**src/hw/timer_counter_pkg.sv**
```systemverilog
// Register map, field layouts and encodings for the 16-bit timer/counter core
package timer_counter_pkg;
    localparam int ADDR_W = 16;
    localparam int DATA_W = 32;

    // The clock control register keeps its printed index; byte address is four times it
    localparam logic [11:0] CLOCK_CONTROL_INDEX = 12'hf52;
    localparam logic [15:0] OFS_CLOCK_CONTROL = {2'h0, CLOCK_CONTROL_INDEX, 2'h0};
    localparam logic [15:0] OFS_TIMER_CONTROL = 16'h0000;
    localparam logic [15:0] OFS_GATE_CONTROL = 16'h0004;
    localparam logic [15:0] OFS_COUNT_LOW = 16'h0008;
    localparam logic [15:0] OFS_COUNT_HIGH = 16'h000c;
    localparam logic [15:0] OFS_FLAGS = 16'h0010;

    typedef struct packed {
        logic [1:0] count_clock_select;
        logic [1:0] input_prescale_select;
        logic crystal_driver_enable;
        logic external_sync_disable;
        logic wide_access_mode;
        logic counter_on;
    } timer_control_t;

    localparam logic [7:0] TIMER_CONTROL_RESET = 8'h00;
    localparam logic [1:0] CAPTURE_ASSIGN_RESET = 2'h0;

    localparam logic [1:0] CLK_SEL_INSTRUCTION = 2'h0;
    localparam logic [1:0] CLK_SEL_SYSTEM = 2'h1;
    localparam logic [1:0] CLK_SEL_EXTERNAL = 2'h2;

    localparam logic [1:0] CAPTURE_BOTH_LOW = 2'h0;
    localparam logic [1:0] CAPTURE_SPLIT = 2'h1;
    localparam logic [1:0] CAPTURE_BOTH_HIGH = 2'h2;

    localparam int OSC_ACTIVE_BIT = 4;
    localparam int GATE_ENABLE_BIT = 7;
    localparam int OVERFLOW_BIT = 0;

    localparam int INSTR_CLOCK_DIV = 4;

    localparam logic [1:0] RESP_OKAY = 2'h0;
    localparam logic [1:0] RESP_SLVERR = 2'h2;
endpackage
```
**src/hw/timer_counter_core.sv**
```systemverilog
// 16-bit incrementing timer/counter with prescaler, wide access buffer and AXI4-Lite registers
// Functional notes
// - clock-control bit 4 reads 1 while system clock comes from timer oscillator.
// - two-bit field assigns timer pairs to the two capture units.
// - unused clock-control bits read zero and ignore writes.
// - incrementing 16-bit counter, reached as high and low byte.
// - clock select and crystal driver bit pick the count source.
// - internal source makes a timer advancing per instruction cycle via prescaler.
// - internal source advances on multiples of system clock per prescaler.
// - external source counts rising edges, synchronised or not.
// - counting enabled by counter-on, and gated by the gate pin when gate-enable is set.
// - while enabled, the two count pins are inputs and read as zero.
// - external mode needs a falling edge before the first counted rising edge.
// - wide mode: low byte read copies live high byte into buffer.
// - wide mode: high writes go to buffer; low write loads all 16 bits.
// - wide mode: live high byte never accessed directly.
// - low byte write clears prescaler; high byte write does not.
// - crystal driver enable starts the oscillator, which keeps running.
// - prescale codes 00..11 divide by 1, 2, 4, 8.
// - sync-disable bit chooses synchronised or raw external edges.
// - wide mode clear: bytes are two independent 8-bit registers.
// - counter rolls from all ones to zero and latches the overflow flag.
`timescale 1ns/1ns
module timer_counter_core #(
    parameter int INSTR_DIV = timer_counter_pkg::INSTR_CLOCK_DIV
) (
    input wire logic aclk,
    input wire logic aresetn,
    input wire logic [timer_counter_pkg::ADDR_W-1:0] awaddr,
    input wire logic awvalid,
    output logic awready,
    input wire logic [timer_counter_pkg::DATA_W-1:0] wdata,
    input wire logic [3:0] wstrb,
    input wire logic wvalid,
    output logic wready,
    output logic [1:0] bresp,
    output logic bvalid,
    input wire logic bready,
    input wire logic [timer_counter_pkg::ADDR_W-1:0] araddr,
    input wire logic arvalid,
    output logic arready,
    output logic [timer_counter_pkg::DATA_W-1:0] rdata,
    output logic [1:0] rresp,
    output logic rvalid,
    input wire logic rready,
    input wire logic external_count_input,
    input wire logic crystal_in_pin,
    input wire logic gate_level,
    input wire logic sys_clock_from_timer_osc,
    input wire logic [1:0] port_c_dout,
    input wire logic [1:0] port_c_drive_req,
    output logic [1:0] port_c_pin_out,
    output logic [1:0] port_c_pin_oe,
    output logic [1:0] port_c_read,
    output logic crystal_driver_on,
    output logic overflow_flag,
    output logic capture_unit1_high_pair,
    output logic capture_unit2_high_pair
);
    generate
        if (INSTR_DIV < 2 || INSTR_DIV > 256) begin : g_bad_div
            $error("INSTR_DIV must lie between 2 and 256");
        end
    endgenerate

    timer_counter_pkg::timer_control_t tcon;
    logic gate_count_enable;
    logic [1:0] capture_timer_assign;
    logic [15:0] count;
    logic [7:0] high_buffer;
    logic [2:0] pre_cnt;
    logic [7:0] instr_cnt;
    logic armed;
    logic [2:0] pin_meta;
    logic [2:0] pin_sync;
    logic src_prev;
    logic rise_slow;

    logic aw_held;
    logic w_held;
    logic [15:0] aw_addr_q;
    logic [7:0] wd_q;
    logic ws_q;

    // Pin order: 0 count input / crystal out, 1 crystal in, 2 gate
    wire [2:0] pin_raw = {gate_level, crystal_in_pin, external_count_input};

    // Bus decode
    wire do_write = aw_held && w_held && !bvalid;
    wire wr_en = do_write && ws_q;
    wire wr_sel_tcon = aw_addr_q == timer_counter_pkg::OFS_TIMER_CONTROL;
    wire wr_sel_gate = aw_addr_q == timer_counter_pkg::OFS_GATE_CONTROL;
    wire wr_sel_low = aw_addr_q == timer_counter_pkg::OFS_COUNT_LOW;
    wire wr_sel_high = aw_addr_q == timer_counter_pkg::OFS_COUNT_HIGH;
    wire wr_sel_flags = aw_addr_q == timer_counter_pkg::OFS_FLAGS;
    wire wr_sel_clk = aw_addr_q == timer_counter_pkg::OFS_CLOCK_CONTROL;
    wire wr_mapped = wr_sel_tcon | wr_sel_gate | wr_sel_low | wr_sel_high | wr_sel_flags
                     | wr_sel_clk;

    wire ar_fire = arvalid && arready;
    wire rd_sel_tcon = araddr == timer_counter_pkg::OFS_TIMER_CONTROL;
    wire rd_sel_gate = araddr == timer_counter_pkg::OFS_GATE_CONTROL;
    wire rd_sel_low = araddr == timer_counter_pkg::OFS_COUNT_LOW;
    wire rd_sel_high = araddr == timer_counter_pkg::OFS_COUNT_HIGH;
    wire rd_sel_flags = araddr == timer_counter_pkg::OFS_FLAGS;
    wire rd_sel_clk = araddr == timer_counter_pkg::OFS_CLOCK_CONTROL;
    wire rd_mapped = rd_sel_tcon | rd_sel_gate | rd_sel_low | rd_sel_high | rd_sel_flags
                     | rd_sel_clk;

    wire low_wr = wr_en && wr_sel_low;
    wire high_wr = wr_en && wr_sel_high;
    wire wide = tcon.wide_access_mode;
    wire live_high_wr = high_wr && !wide;
    wire count_wr = low_wr || live_high_wr;
    wire flag_clear = wr_en && wr_sel_flags && wd_q[timer_counter_pkg::OVERFLOW_BIT];

    // Count source
    wire instr_tick = instr_cnt == 8'(INSTR_DIV - 1);
    wire ext_src = tcon.crystal_driver_enable ? pin_sync[1] : pin_sync[0];
    wire rise_fast = ext_src && !src_prev;
    wire fall_fast = !ext_src && src_prev;
    wire ext_rise = tcon.external_sync_disable ? rise_fast : rise_slow;
    wire ext_mode = tcon.count_clock_select == timer_counter_pkg::CLK_SEL_EXTERNAL;
    logic src_tick;
    always_comb begin
        case (tcon.count_clock_select)
            timer_counter_pkg::CLK_SEL_INSTRUCTION: src_tick = instr_tick;
            timer_counter_pkg::CLK_SEL_SYSTEM: src_tick = 1'b1;
            timer_counter_pkg::CLK_SEL_EXTERNAL: src_tick = armed && ext_rise;
            default: src_tick = 1'b0;
        endcase
    end

    wire running = tcon.counter_on && (!gate_count_enable || pin_sync[2]);
    wire [2:0] pre_limit = (3'h1 << tcon.input_prescale_select) - 3'h1;
    wire pre_step = src_tick && running;
    wire pre_done = pre_step && pre_cnt == pre_limit;
    wire overflow_set = pre_done && !count_wr && count == 16'hffff;

    // Read data
    wire [7:0] clk_read = {3'h0, sys_clock_from_timer_osc, 2'h0, capture_timer_assign};
    wire [7:0] high_read = wide ? high_buffer : count[15:8];
    wire [7:0] rd_byte = rd_sel_tcon ? tcon :
                         rd_sel_gate ? {gate_count_enable, 7'h00} :
                         rd_sel_low ? count[7:0] :
                         rd_sel_high ? high_read :
                         rd_sel_flags ? {7'h00, overflow_flag} :
                         rd_sel_clk ? clk_read : 8'h00;

    assign awready = !aw_held;
    assign wready = !w_held;
    assign arready = !rvalid;
    assign crystal_driver_on = tcon.crystal_driver_enable;
    assign capture_unit1_high_pair = capture_timer_assign
                                     == timer_counter_pkg::CAPTURE_BOTH_HIGH;
    assign capture_unit2_high_pair = capture_timer_assign == timer_counter_pkg::CAPTURE_SPLIT
                                     || capture_unit1_high_pair;

    // Pins pass two flops before any logic reads them
    always_ff @(posedge aclk) begin
        if (!aresetn) begin
            pin_meta <= 3'h0;
            pin_sync <= 3'h0;
        end else begin
            pin_meta <= pin_raw;
            pin_sync <= pin_meta;
        end
    end

    // The retimed edge costs one cycle; the raw path trades that for lower latency
    always_ff @(posedge aclk) begin
        if (!aresetn) begin
            src_prev <= 1'b0;
            rise_slow <= 1'b0;
        end else begin
            src_prev <= ext_src;
            rise_slow <= rise_fast;
        end
    end

    always_ff @(posedge aclk) begin
        if (!aresetn) begin
            instr_cnt <= 8'h00;
        end else if (instr_tick) begin
            instr_cnt <= 8'h00;
        end else begin
            instr_cnt <= instr_cnt + 8'h01;
        end
    end

    // Disarm on disable or count write so a high input is not mistaken for an edge
    always_ff @(posedge aclk) begin
        if (!aresetn) begin
            armed <= 1'b0;
        end else if (!tcon.counter_on || count_wr) begin
            armed <= 1'b0;
        end else if (fall_fast) begin
            armed <= 1'b1;
        end
    end

    always_ff @(posedge aclk) begin
        if (!aresetn) begin
            pre_cnt <= 3'h0;
        end else if (low_wr) begin
            pre_cnt <= 3'h0;
        end else if (pre_done) begin
            pre_cnt <= 3'h0;
        end else if (pre_step) begin
            pre_cnt <= pre_cnt + 3'h1;
        end
    end

    // Writes take precedence over an increment in the same cycle
    always_ff @(posedge aclk) begin
        if (!aresetn) begin
            count <= 16'h0000;
        end else if (low_wr && wide) begin
            count <= {high_buffer, wd_q};
        end else if (low_wr) begin
            count <= {count[15:8], wd_q};
        end else if (live_high_wr) begin
            count <= {wd_q, count[7:0]};
        end else if (pre_done) begin
            count <= count + 16'h0001;
        end
    end

    always_ff @(posedge aclk) begin
        if (!aresetn) begin
            high_buffer <= 8'h00;
        end else if (high_wr && wide) begin
            high_buffer <= wd_q;
        end else if (ar_fire && rd_sel_low && wide) begin
            high_buffer <= count[15:8];
        end
    end

    // Set wins over a clear in the same cycle
    always_ff @(posedge aclk) begin
        if (!aresetn) begin
            overflow_flag <= 1'b0;
        end else if (overflow_set) begin
            overflow_flag <= 1'b1;
        end else if (flag_clear) begin
            overflow_flag <= 1'b0;
        end
    end

    always_ff @(posedge aclk) begin
        if (!aresetn) begin
            tcon <= timer_counter_pkg::TIMER_CONTROL_RESET;
            gate_count_enable <= 1'b0;
            capture_timer_assign <= timer_counter_pkg::CAPTURE_ASSIGN_RESET;
        end else if (wr_en) begin
            if (wr_sel_tcon) begin
                tcon <= wd_q;
            end
            if (wr_sel_gate) begin
                gate_count_enable <= wd_q[timer_counter_pkg::GATE_ENABLE_BIT];
            end
            if (wr_sel_clk) begin
                capture_timer_assign <= wd_q[1:0];
            end
        end
    end

    // Pin ownership: enabled counter forces inputs and masks the port read
    always_ff @(posedge aclk) begin
        if (!aresetn) begin
            port_c_pin_oe <= 2'h0;
            port_c_read <= 2'h0;
            port_c_pin_out <= 2'h0;
        end else begin
            port_c_pin_oe <= tcon.counter_on ? 2'h0 : port_c_drive_req;
            port_c_read <= tcon.counter_on ? 2'h0 : pin_sync[1:0];
            port_c_pin_out <= port_c_dout;
        end
    end

    // AXI4-Lite write channel: address and data taken in either order
    always_ff @(posedge aclk) begin
        if (!aresetn) begin
            aw_held <= 1'b0;
            w_held <= 1'b0;
            aw_addr_q <= 16'h0000;
            wd_q <= 8'h00;
            ws_q <= 1'b0;
            bvalid <= 1'b0;
            bresp <= timer_counter_pkg::RESP_OKAY;
        end else begin
            if (awvalid && awready) begin
                aw_held <= 1'b1;
                aw_addr_q <= awaddr;
            end
            if (wvalid && wready) begin
                w_held <= 1'b1;
                wd_q <= wdata[7:0];
                ws_q <= wstrb[0];
            end
            if (do_write) begin
                aw_held <= 1'b0;
                w_held <= 1'b0;
                bvalid <= 1'b1;
                bresp <= wr_mapped ? timer_counter_pkg::RESP_OKAY : timer_counter_pkg::RESP_SLVERR;
            end else if (bready) begin
                bvalid <= 1'b0;
            end
        end
    end

    always_ff @(posedge aclk) begin
        if (!aresetn) begin
            rvalid <= 1'b0;
            rdata <= 32'h0000_0000;
            rresp <= timer_counter_pkg::RESP_OKAY;
        end else if (ar_fire) begin
            rvalid <= 1'b1;
            rdata <= {24'h00_0000, rd_byte};
            rresp <= rd_mapped ? timer_counter_pkg::RESP_OKAY : timer_counter_pkg::RESP_SLVERR;
        end else if (rready) begin
            rvalid <= 1'b0;
        end
    end

    AST_OSC_ACTIVE: assert property (@(posedge aclk) disable iff (!aresetn)
        (ar_fire && rd_sel_clk) |=> rdata[4] == $past(sys_clock_from_timer_osc))
        else $error("osc clock active bit misreported");
    AST_CLK_UNUSED: assert property (@(posedge aclk) disable iff (!aresetn)
        (ar_fire && rd_sel_clk) |=> rdata[7:5] == 3'h0 && rdata[3:2] == 2'h0)
        else $error("unused clock control bits not zero");
    AST_PRESCALE_STEP: assert property (@(posedge aclk) disable iff (!aresetn)
        (pre_step && !low_wr && pre_cnt != pre_limit)
        |=> pre_cnt == $past(pre_cnt) + 3'h1 && (count == $past(count) || $past(count_wr)))
        else $error("prescaler step wrong");
    AST_COUNT_INC: assert property (@(posedge aclk) disable iff (!aresetn)
        (pre_done && !count_wr) |=> count == $past(count) + 16'h0001)
        else $error("counter did not advance");
    AST_ROLLOVER: assert property (@(posedge aclk) disable iff (!aresetn)
        (pre_done && !count_wr && count == 16'hffff) |=> count == 16'h0000 && overflow_flag)
        else $error("rollover or overflow flag wrong");
    AST_PRESCALE_CLEAR: assert property (@(posedge aclk) disable iff (!aresetn)
        low_wr |=> pre_cnt == 3'h0)
        else $error("low byte write left prescaler");
    AST_WIDE_WRITE: assert property (@(posedge aclk) disable iff (!aresetn)
        (low_wr && wide) |=> count == {$past(high_buffer), $past(wd_q)})
        else $error("wide write not atomic");
    AST_WIDE_READ: assert property (@(posedge aclk) disable iff (!aresetn)
        (ar_fire && rd_sel_high && wide) |=> rdata[7:0] == $past(high_buffer))
        else $error("wide high read bypassed buffer");
    AST_PINS_INPUT: assert property (@(posedge aclk) disable iff (!aresetn)
        tcon.counter_on ##1 tcon.counter_on |-> port_c_pin_oe == 2'h0 && port_c_read == 2'h0)
        else $error("count pins not forced to inputs");
    AST_ARMING: assert property (@(posedge aclk) disable iff (!aresetn)
        (ext_mode && !armed && !count_wr) |=> count == $past(count))
        else $error("counted before a falling edge");
    AST_DISABLED_HOLD: assert property (@(posedge aclk) disable iff (!aresetn)
        (!tcon.counter_on && !count_wr)[*2] |-> $stable(count))
        else $error("counter moved while disabled");
endmodule

```
**config.mk**
```make
export PLATFORM = sky130hd
export DESIGN_NAME = timer_counter_core
export DESIGN_NICKNAME = d
export VERILOG_FILES = /design/src/hw/timer_counter_pkg.sv /design/src/hw/timer_counter_core.sv
export SDC_FILE = /design/constraint.sdc
export NUM_CORES = 1
export LEC_CHECK = 0
export ABC_AREA = 1
export BUFFER_PORTS_ARGS = -buffer_cell sky130_fd_sc_hd__buf_4
export CAP_MARGIN = 20
export CORE_ASPECT_RATIO = 2
export CORE_MARGIN = 10
export CORE_UTILIZATION = 45
export DETAILED_ROUTE_END_ITERATION = 6
export PLACE_DENSITY = 0.81
export SKIP_CTS_REPAIR_TIMING = 1
export SLEW_MARGIN = 10
export SYNTH_ARGS = -nofsm -noshare
export SYNTH_HDL_FRONTEND = slang
export SYNTH_SLANG_ARGS = --single-unit
```
**constraint.sdc**
```tcl
create_clock -name aclk -period 2.4 [get_ports aclk]
set_clock_uncertainty 0.2 [all_clocks]
set_input_delay 0.12 -clock aclk [delete_from_list [all_inputs] [get_ports aclk]]
set_output_delay 0.12 -clock aclk [all_outputs]
set_load 0.01 [all_outputs]
```
---- Word level (Yosys, flattened, before mapping) ----
Cells that the tools add are included.
operators by class
  eq/ne operators ......................... 19
  reduce and logical (&&, ||, !) cells .... 56
  bitwise gates (word level) .............. 11
  muxes and demuxes ....................... 24
  shift operators ......................... 1
  add/sub/neg operators ................... 4
operators by type and width
  cell                   count
  $eq 16x4->1 const B    4
  $mux 16                4
  $mux 8                 7
  $eq 16x14->1 const B   2
  $eq 16x3->1 const B    2
  $eq 16x5->1 const B    2
  $logic_not 16->1       2
  $logic_and 1x1->1      23
  $add 16x1->16 const B  1
  $eq 16x16->1 const B   1
  $logic_not 1->1        10
  $mux 5                 2
  $or 1x1->1             10
  $reduce_and 2->1       5
  $add 8x1->8 const B    1
  $eq 8x2->1 const B     1
  $mux 1                 8
  $reduce_bool 2->1      4
  $reduce_or 2->1        4
  $reduce_bool 3->1      2
  $eq 2x1->1 const B     2
  $eq 2x2->1 const B     2
  $logic_or 1x1->1       4
  $mux 2                 2
  10 further kinds       10
word-level totals
  output and inout port bits .............. 51
  register bits after elaboration ......... 103
  word-level logic and storage cells ...... 147

---- Longest topological paths before layout ----
  word-level depth ........................ 11
  mapped depth ............................ 13
  mapped depth without buffers ............ 13

---- Least setup slack after synthesis ----
Ideal clock, no wire load.
  kind .................................... flip-flop to flip-flop
  start ................................... register instr_cnt[0]
  end ..................................... register count[0]
  path buffers ............................ 1
  cell stages (with the launch flop) ...... 12
  slack ................................... 0.629 ns
  library setup time ...................... 0.117 ns
  arrival ................................. 1.455 ns
  period minus slack after synthesis ...... 1.771 ns
  path through ............................ dfxtp_1 -> ha_1 -> nand2_1 -> nor2_2 -> nor2_1 -> nor2_4 -> nand3_4 -> nand2_2 -> nand2_2 -> buf_6 -> nor2_1 -> a21oi_1
between the ends
  longest elaborated chain between the ends .. 6
ends and longest elaborated chain
  item                                RTL line                   text
  from (decl)                         timer_counter_core.sv:72   logic [7:0] instr_cnt;
  from (signal assigned)              timer_counter_core.sv:187  instr_cnt <= instr_cnt + 8'h01;
  $eq 8x2->1                          timer_counter_core.sv:118  wire instr_tick = instr_cnt == 8'(INSTR_DIV - 1);
  $pmux 1 s3                          timer_counter_core.sv:126  case (tcon.count_clock_select)
  $logic_and 1x1->1                   timer_counter_core.sv:136  wire pre_step = src_tick && running;
  $logic_and 1x1->1                   timer_counter_core.sv:137  wire pre_done = pre_step && pre_cnt == pre_limit;
  $reduce_bool 3->1 (no source line)  -
  $reduce_and 2->1 (no source line)   -
  to (signal assigned)                timer_counter_core.sv:219  count <= {high_buffer, wd_q};
  to (signal assigned)                timer_counter_core.sv:221  count <= {count[15:8], wd_q};
  to (signal assigned)                timer_counter_core.sv:223  count <= {wd_q, count[7:0]};
  to (decl)                           timer_counter_core.sv:69   logic [15:0] count;
No other way between the ends.
A chain may end at the register's enable or synchronous reset.

---- Worst setup path in the final report ----
  start ................................... register count[1]
  end ..................................... register overflow_flag
between the ends
  longest elaborated chain between the ends .. 3
  elaborated cells between the ends (all ways) .. 4
ends and longest elaborated chain
  item                                         RTL line                   text
  $eq 16x16->1 *                               timer_counter_core.sv:138  wire overflow_set = pre_done && !count_wr && count == 16'hffff;
  $logic_and 1x1->1 *                          timer_counter_core.sv:138
  $mux 1 or $reduce_bool 2->1 (tied branches)  -
  to (signal assigned)                         timer_counter_core.sv:242  overflow_flag <= 1'b0;
  to (signal assigned)                         timer_counter_core.sv:244  overflow_flag <= 1'b1;
  to (signal assigned)                         timer_counter_core.sv:246  overflow_flag <= 1'b0;
  to (decl)                                    timer_counter_core.sv:56   output logic overflow_flag,
Every way passes the cells marked *; elsewhere a longest branch is shown, timed or not.

==> flow_summary.yaml <==
route:
  drtIter0Drc: 561
  dr_wl_met2_um: 9263
  wl_um: 17930
  drc: 0
  vias: 5968
  via_per_inst: 5.310
  wl_met3_um: 1128
  top_layer: "met4"
  ant_nets: 0
  wl_met1_um: 6199
  drt-wirelength-per-cell_um: 15.96
  drtPass1Iterations: 7
worst_setup_path:
  reg2reg_depth: 9
  max_stage_delay_ns: 0.44
  crit_slowest_cell: "dfxtp_1"
  end_kind: "register"
  crit_family: "simple AND/OR/NAND/NOR gates"
  startpoint: "count[1]$_SDFFE_PN0P_"
  critical_path_depth: 9
  endpoint: "overflow_flag$_SDFFE_PN0P_"
  r2r_setup_slack_ns: 0.26
  crit_required_ns: 2.49
  r2r_start: "count[1]$_SDFFE_PN0P_"
  cp_max_fo: 5
  worstPathArrival_ns: 2.23
  start_kind: "register"
  crit_chain: "ha_1, nand2_1, nor2_1, nand2_1, nor3_1, nand3_1, nor3_1, nand2_1, a21oi_1"
  critical_path.most_common_cell: "nand2_1"
  critical_path_class: "reg -> reg"
  cp_num_buf_inv: 0
  regToRegEndpoint: "overflow_flag$_SDFFE_PN0P_"
clock_network:
  cts.sinks: 101
  cts_buffer_depth: 2
  clock_latency_ns: 0.36
  cts_htree_levels: 3
  cts_buffers: 9
  cts_tree: "built"
  clkTransAtPathRegs_ns: 0.08
  root_buffer: "clkbuf_16"
timing:
  rsz0062_at_grt: "no"
  fin_crit_sh_pct: 89.27
  period_minus_slack_ns: 2.142
  setup_tns_ns: 0
  finalSetupViolCount: 0
  hold_viol: 4
  hold_ws_ns: -0.04573
  slew_violations: 0
  fmax_mhz: 466.8
die:
  die_area_um2: 17630
  boundaryPins: 134
  initial_core_util_pct: 46.10
  die_x_um: 99.04
  core_region_area_um2: 12200
  dieHeight_um: 178.1
  placementRows: 57
pwr:
  switchingPower_mw: 1.027
  power_frac_comb_pct: 12.6
  power_frac_seq_pct: 48.5
  swShare_pct: 27.76
  vdd_drop_max_mv: 0.5071
  internal_power_mw: 2.672
  leakagePower_nw: 3.200
  p_per_area_nw_per_um2: 526.0
  p_clk_share_pct: 38.9
layout:
  drive_gt1_share_pct: 15.76
  fillers: 1129
  layout-area-overhead-vs-synth_pct: 25.11
  fin_nets: 1059
  num_antenna_cells: 0
  final_area_um2: 7033
synth:
  synthCells: 846
  syn-cell-area_um2: 5622
  yosysWarnings: 0
  netlist-cell-type-count: 43
  synth-seq-cells: 101
  yosysSeqAreaShare_pct: 35.97
  avgSynthCellArea_um2: 6.645
placement:
  gp_congestion: 0.9752
  portBuffers: 80
  dp_hpwl_um: 13190
  placed_cell_area_um2: 6289
run_status:
  status: "finished, violations left"
  violations: "negative hold slack"
global_route:
  grt_max_degree: 40
  antenna_found_initial: 0
  grt_pass1_vias: 5762
  grt-ovfl-total: 0
  global_route.usage.total_pct: 18.94
  grt_pass1_wl_um: 27150
run:
  max_cap_violations: 0
hold_path:
  hold_path.class: "in -> reg"
## placed cells by master, fill, tap and decap left out, drive strengths merged, types with 3 or more instances in the layout
| master | count |
|---|---|
| ha | 4 |
| dfxtp | 101 |
| dlygate4sd3 | 46 |
| xor2 | 5 |
| nand3b | 4 |
| a31oi | 5 |
| nand4 | 26 |
| or2 | 3 |
| nor3 | 13 |
| nand3 | 56 |
| conb | 26 |
| clkinv | 3 |
| a21oi | 57 |
| nor2 | 137 |
| nand2 | 200 |
| o21ai | 73 |
| clkbuf | 10 |
| nor3b | 3 |
| inv | 102 |
| o21a | 3 |
| buf | 92 |
## cells in the mapped netlist, drive strengths merged
cell type | count | share of area [%]
o21ai | 73 | 6.5
a21oi | 57 | 5.3
and3 | 1 | 0.11
buf | 34 | 4.4
dfxtp | 101 | 36
nand3 | 56 | 5.3
clkinv | 2 | 0.13
nor3 | 13 | 1.5
nand4 | 26 | 3.1
nand2 | 200 | 14
nor4 | 2 | 0.22
a31oi | 5 | 0.56
nand3b | 4 | 0.53
o21bai | 1 | 0.13
inv | 99 | 6.7
nor2 | 137 | 11
o31ai | 1 | 0.13
o21a | 3 | 0.40
nor3b | 3 | 0.40
ha | 4 | 0.89
o211ai | 1 | 0.38
xor2 | 5 | 0.78
clkbuf | 14 | 0.93
or2 | 3 | 0.33
conb | 1 | 0.067
## flip-flops by register name, indices dropped and copies added (netlist names), 6 cells and up
register	count
instr_cnt	8
high_buffer	8
rdata	8
count	16
tcon	6
wd_q	8
aw_addr_q	16
## per-layer routing
| layer | GRT usage, % | vias up |
|---|---|---|
| met5 | 0 | - |
| met2 | 34.57 | 248 |
| met1 | 17.63 | 2710 |
| li1 | - | 2926 |
| met3 | 3.913 | 84 |
| met4 | 15.07 | 0 |
## worst reg2reg max path: cells and delay by family, from the launching register on
kind            cells  cell delay [ns]
flops               1             0.44
fa+ha+maj           1             0.21
compound gates      1             0.13
simple gates        7             1.09
## through the flow
step	hold WS (ns)	setup WS (ns)	utilization (%)	cells	power, mW
detailed placement	0.1089	0.3191	51.56	1062	2.229
global route	0.02513	0.03029	57.67	1124	3.823
CTS	-0.2543	0.2820	53.89	1078	3.635
floorplan	0.01763	0.6287	-	871	2.084
finish	-0.04573	0.2576	57.67	1124	3.699
global placement	0.1007	0.3875	51.56	1062	2.219
## power groups by stage
| stage | Sequential [mW] | Combinational (mW) | Clock [mW] |
|---|---|---|---|
| after CTS | 1.79 | 0.402 | 1.44 |
| after global routing | 1.80 | 0.519 | 1.50 |
| final | 1.79 | 0.466 | 1.44 |
| after floorplan | 1.82 | 0.262 | 0 |
| after global placement | 1.83 | 0.392 | 0 |
| after detailed placement | 1.83 | 0.400 | 0 |
## worst min-delay path by stage
stage / from / to / slack, ns / cells after the start
2_1_floorplan: external_count_input / pin_meta[0]$_SDFF_PN0_ / 0.02 / 2
3_3_place_gp: port_c_dout[1] / port_c_pin_out[1]$_SDFF_PN0_ / 0.10 / 3
3_5_place_dp: port_c_dout[1] / port_c_pin_out[1]$_SDFF_PN0_ / 0.11 / 3
4_1_cts: port_c_dout[0] / port_c_pin_out[0]$_SDFF_PN0_ / -0.25 / 3
5_1_grt: araddr[3] / rdata[2]$_SDFFE_PN0P_ / 0.03 / 4
6_report: arvalid / rdata[7]$_SDFFE_PN0P_ / -0.05 / 4
## logic make-up (layout without fill, tap and decap cells)
kind of cell	after synthesis	in the layout	share of synthesized area, %
AO/OA/AOI/OAI	141	141	13.38
adder cells (fa/ha/maj)	4	4	0.8903
other	1	26	0.06671
flip-flops	101	101	35.97
buffers and inverters	149	255	12.15
AND/OR/NAND/NOR	445	445	36.77
XOR/XNOR	5	5	0.7790
## layout make-up
cell class / count / area (um2) / area share, %
Clock buffer: 10 / 229.0 / 3.256
Timing Repair Buffer: 138 / 1151 / 16.37
Inverter: 101 / 381.6 / 5.426
Tap cell: 147 / 183.9 / 2.615
Sequential cell: 101 / 2022 / 28.75
Multi-Input combinational cell: 621 / 3010 / 42.80
Clock inverter: 6 / 55.05 / 0.7828
Note: power is estimated with default switching activity, not from simulation.
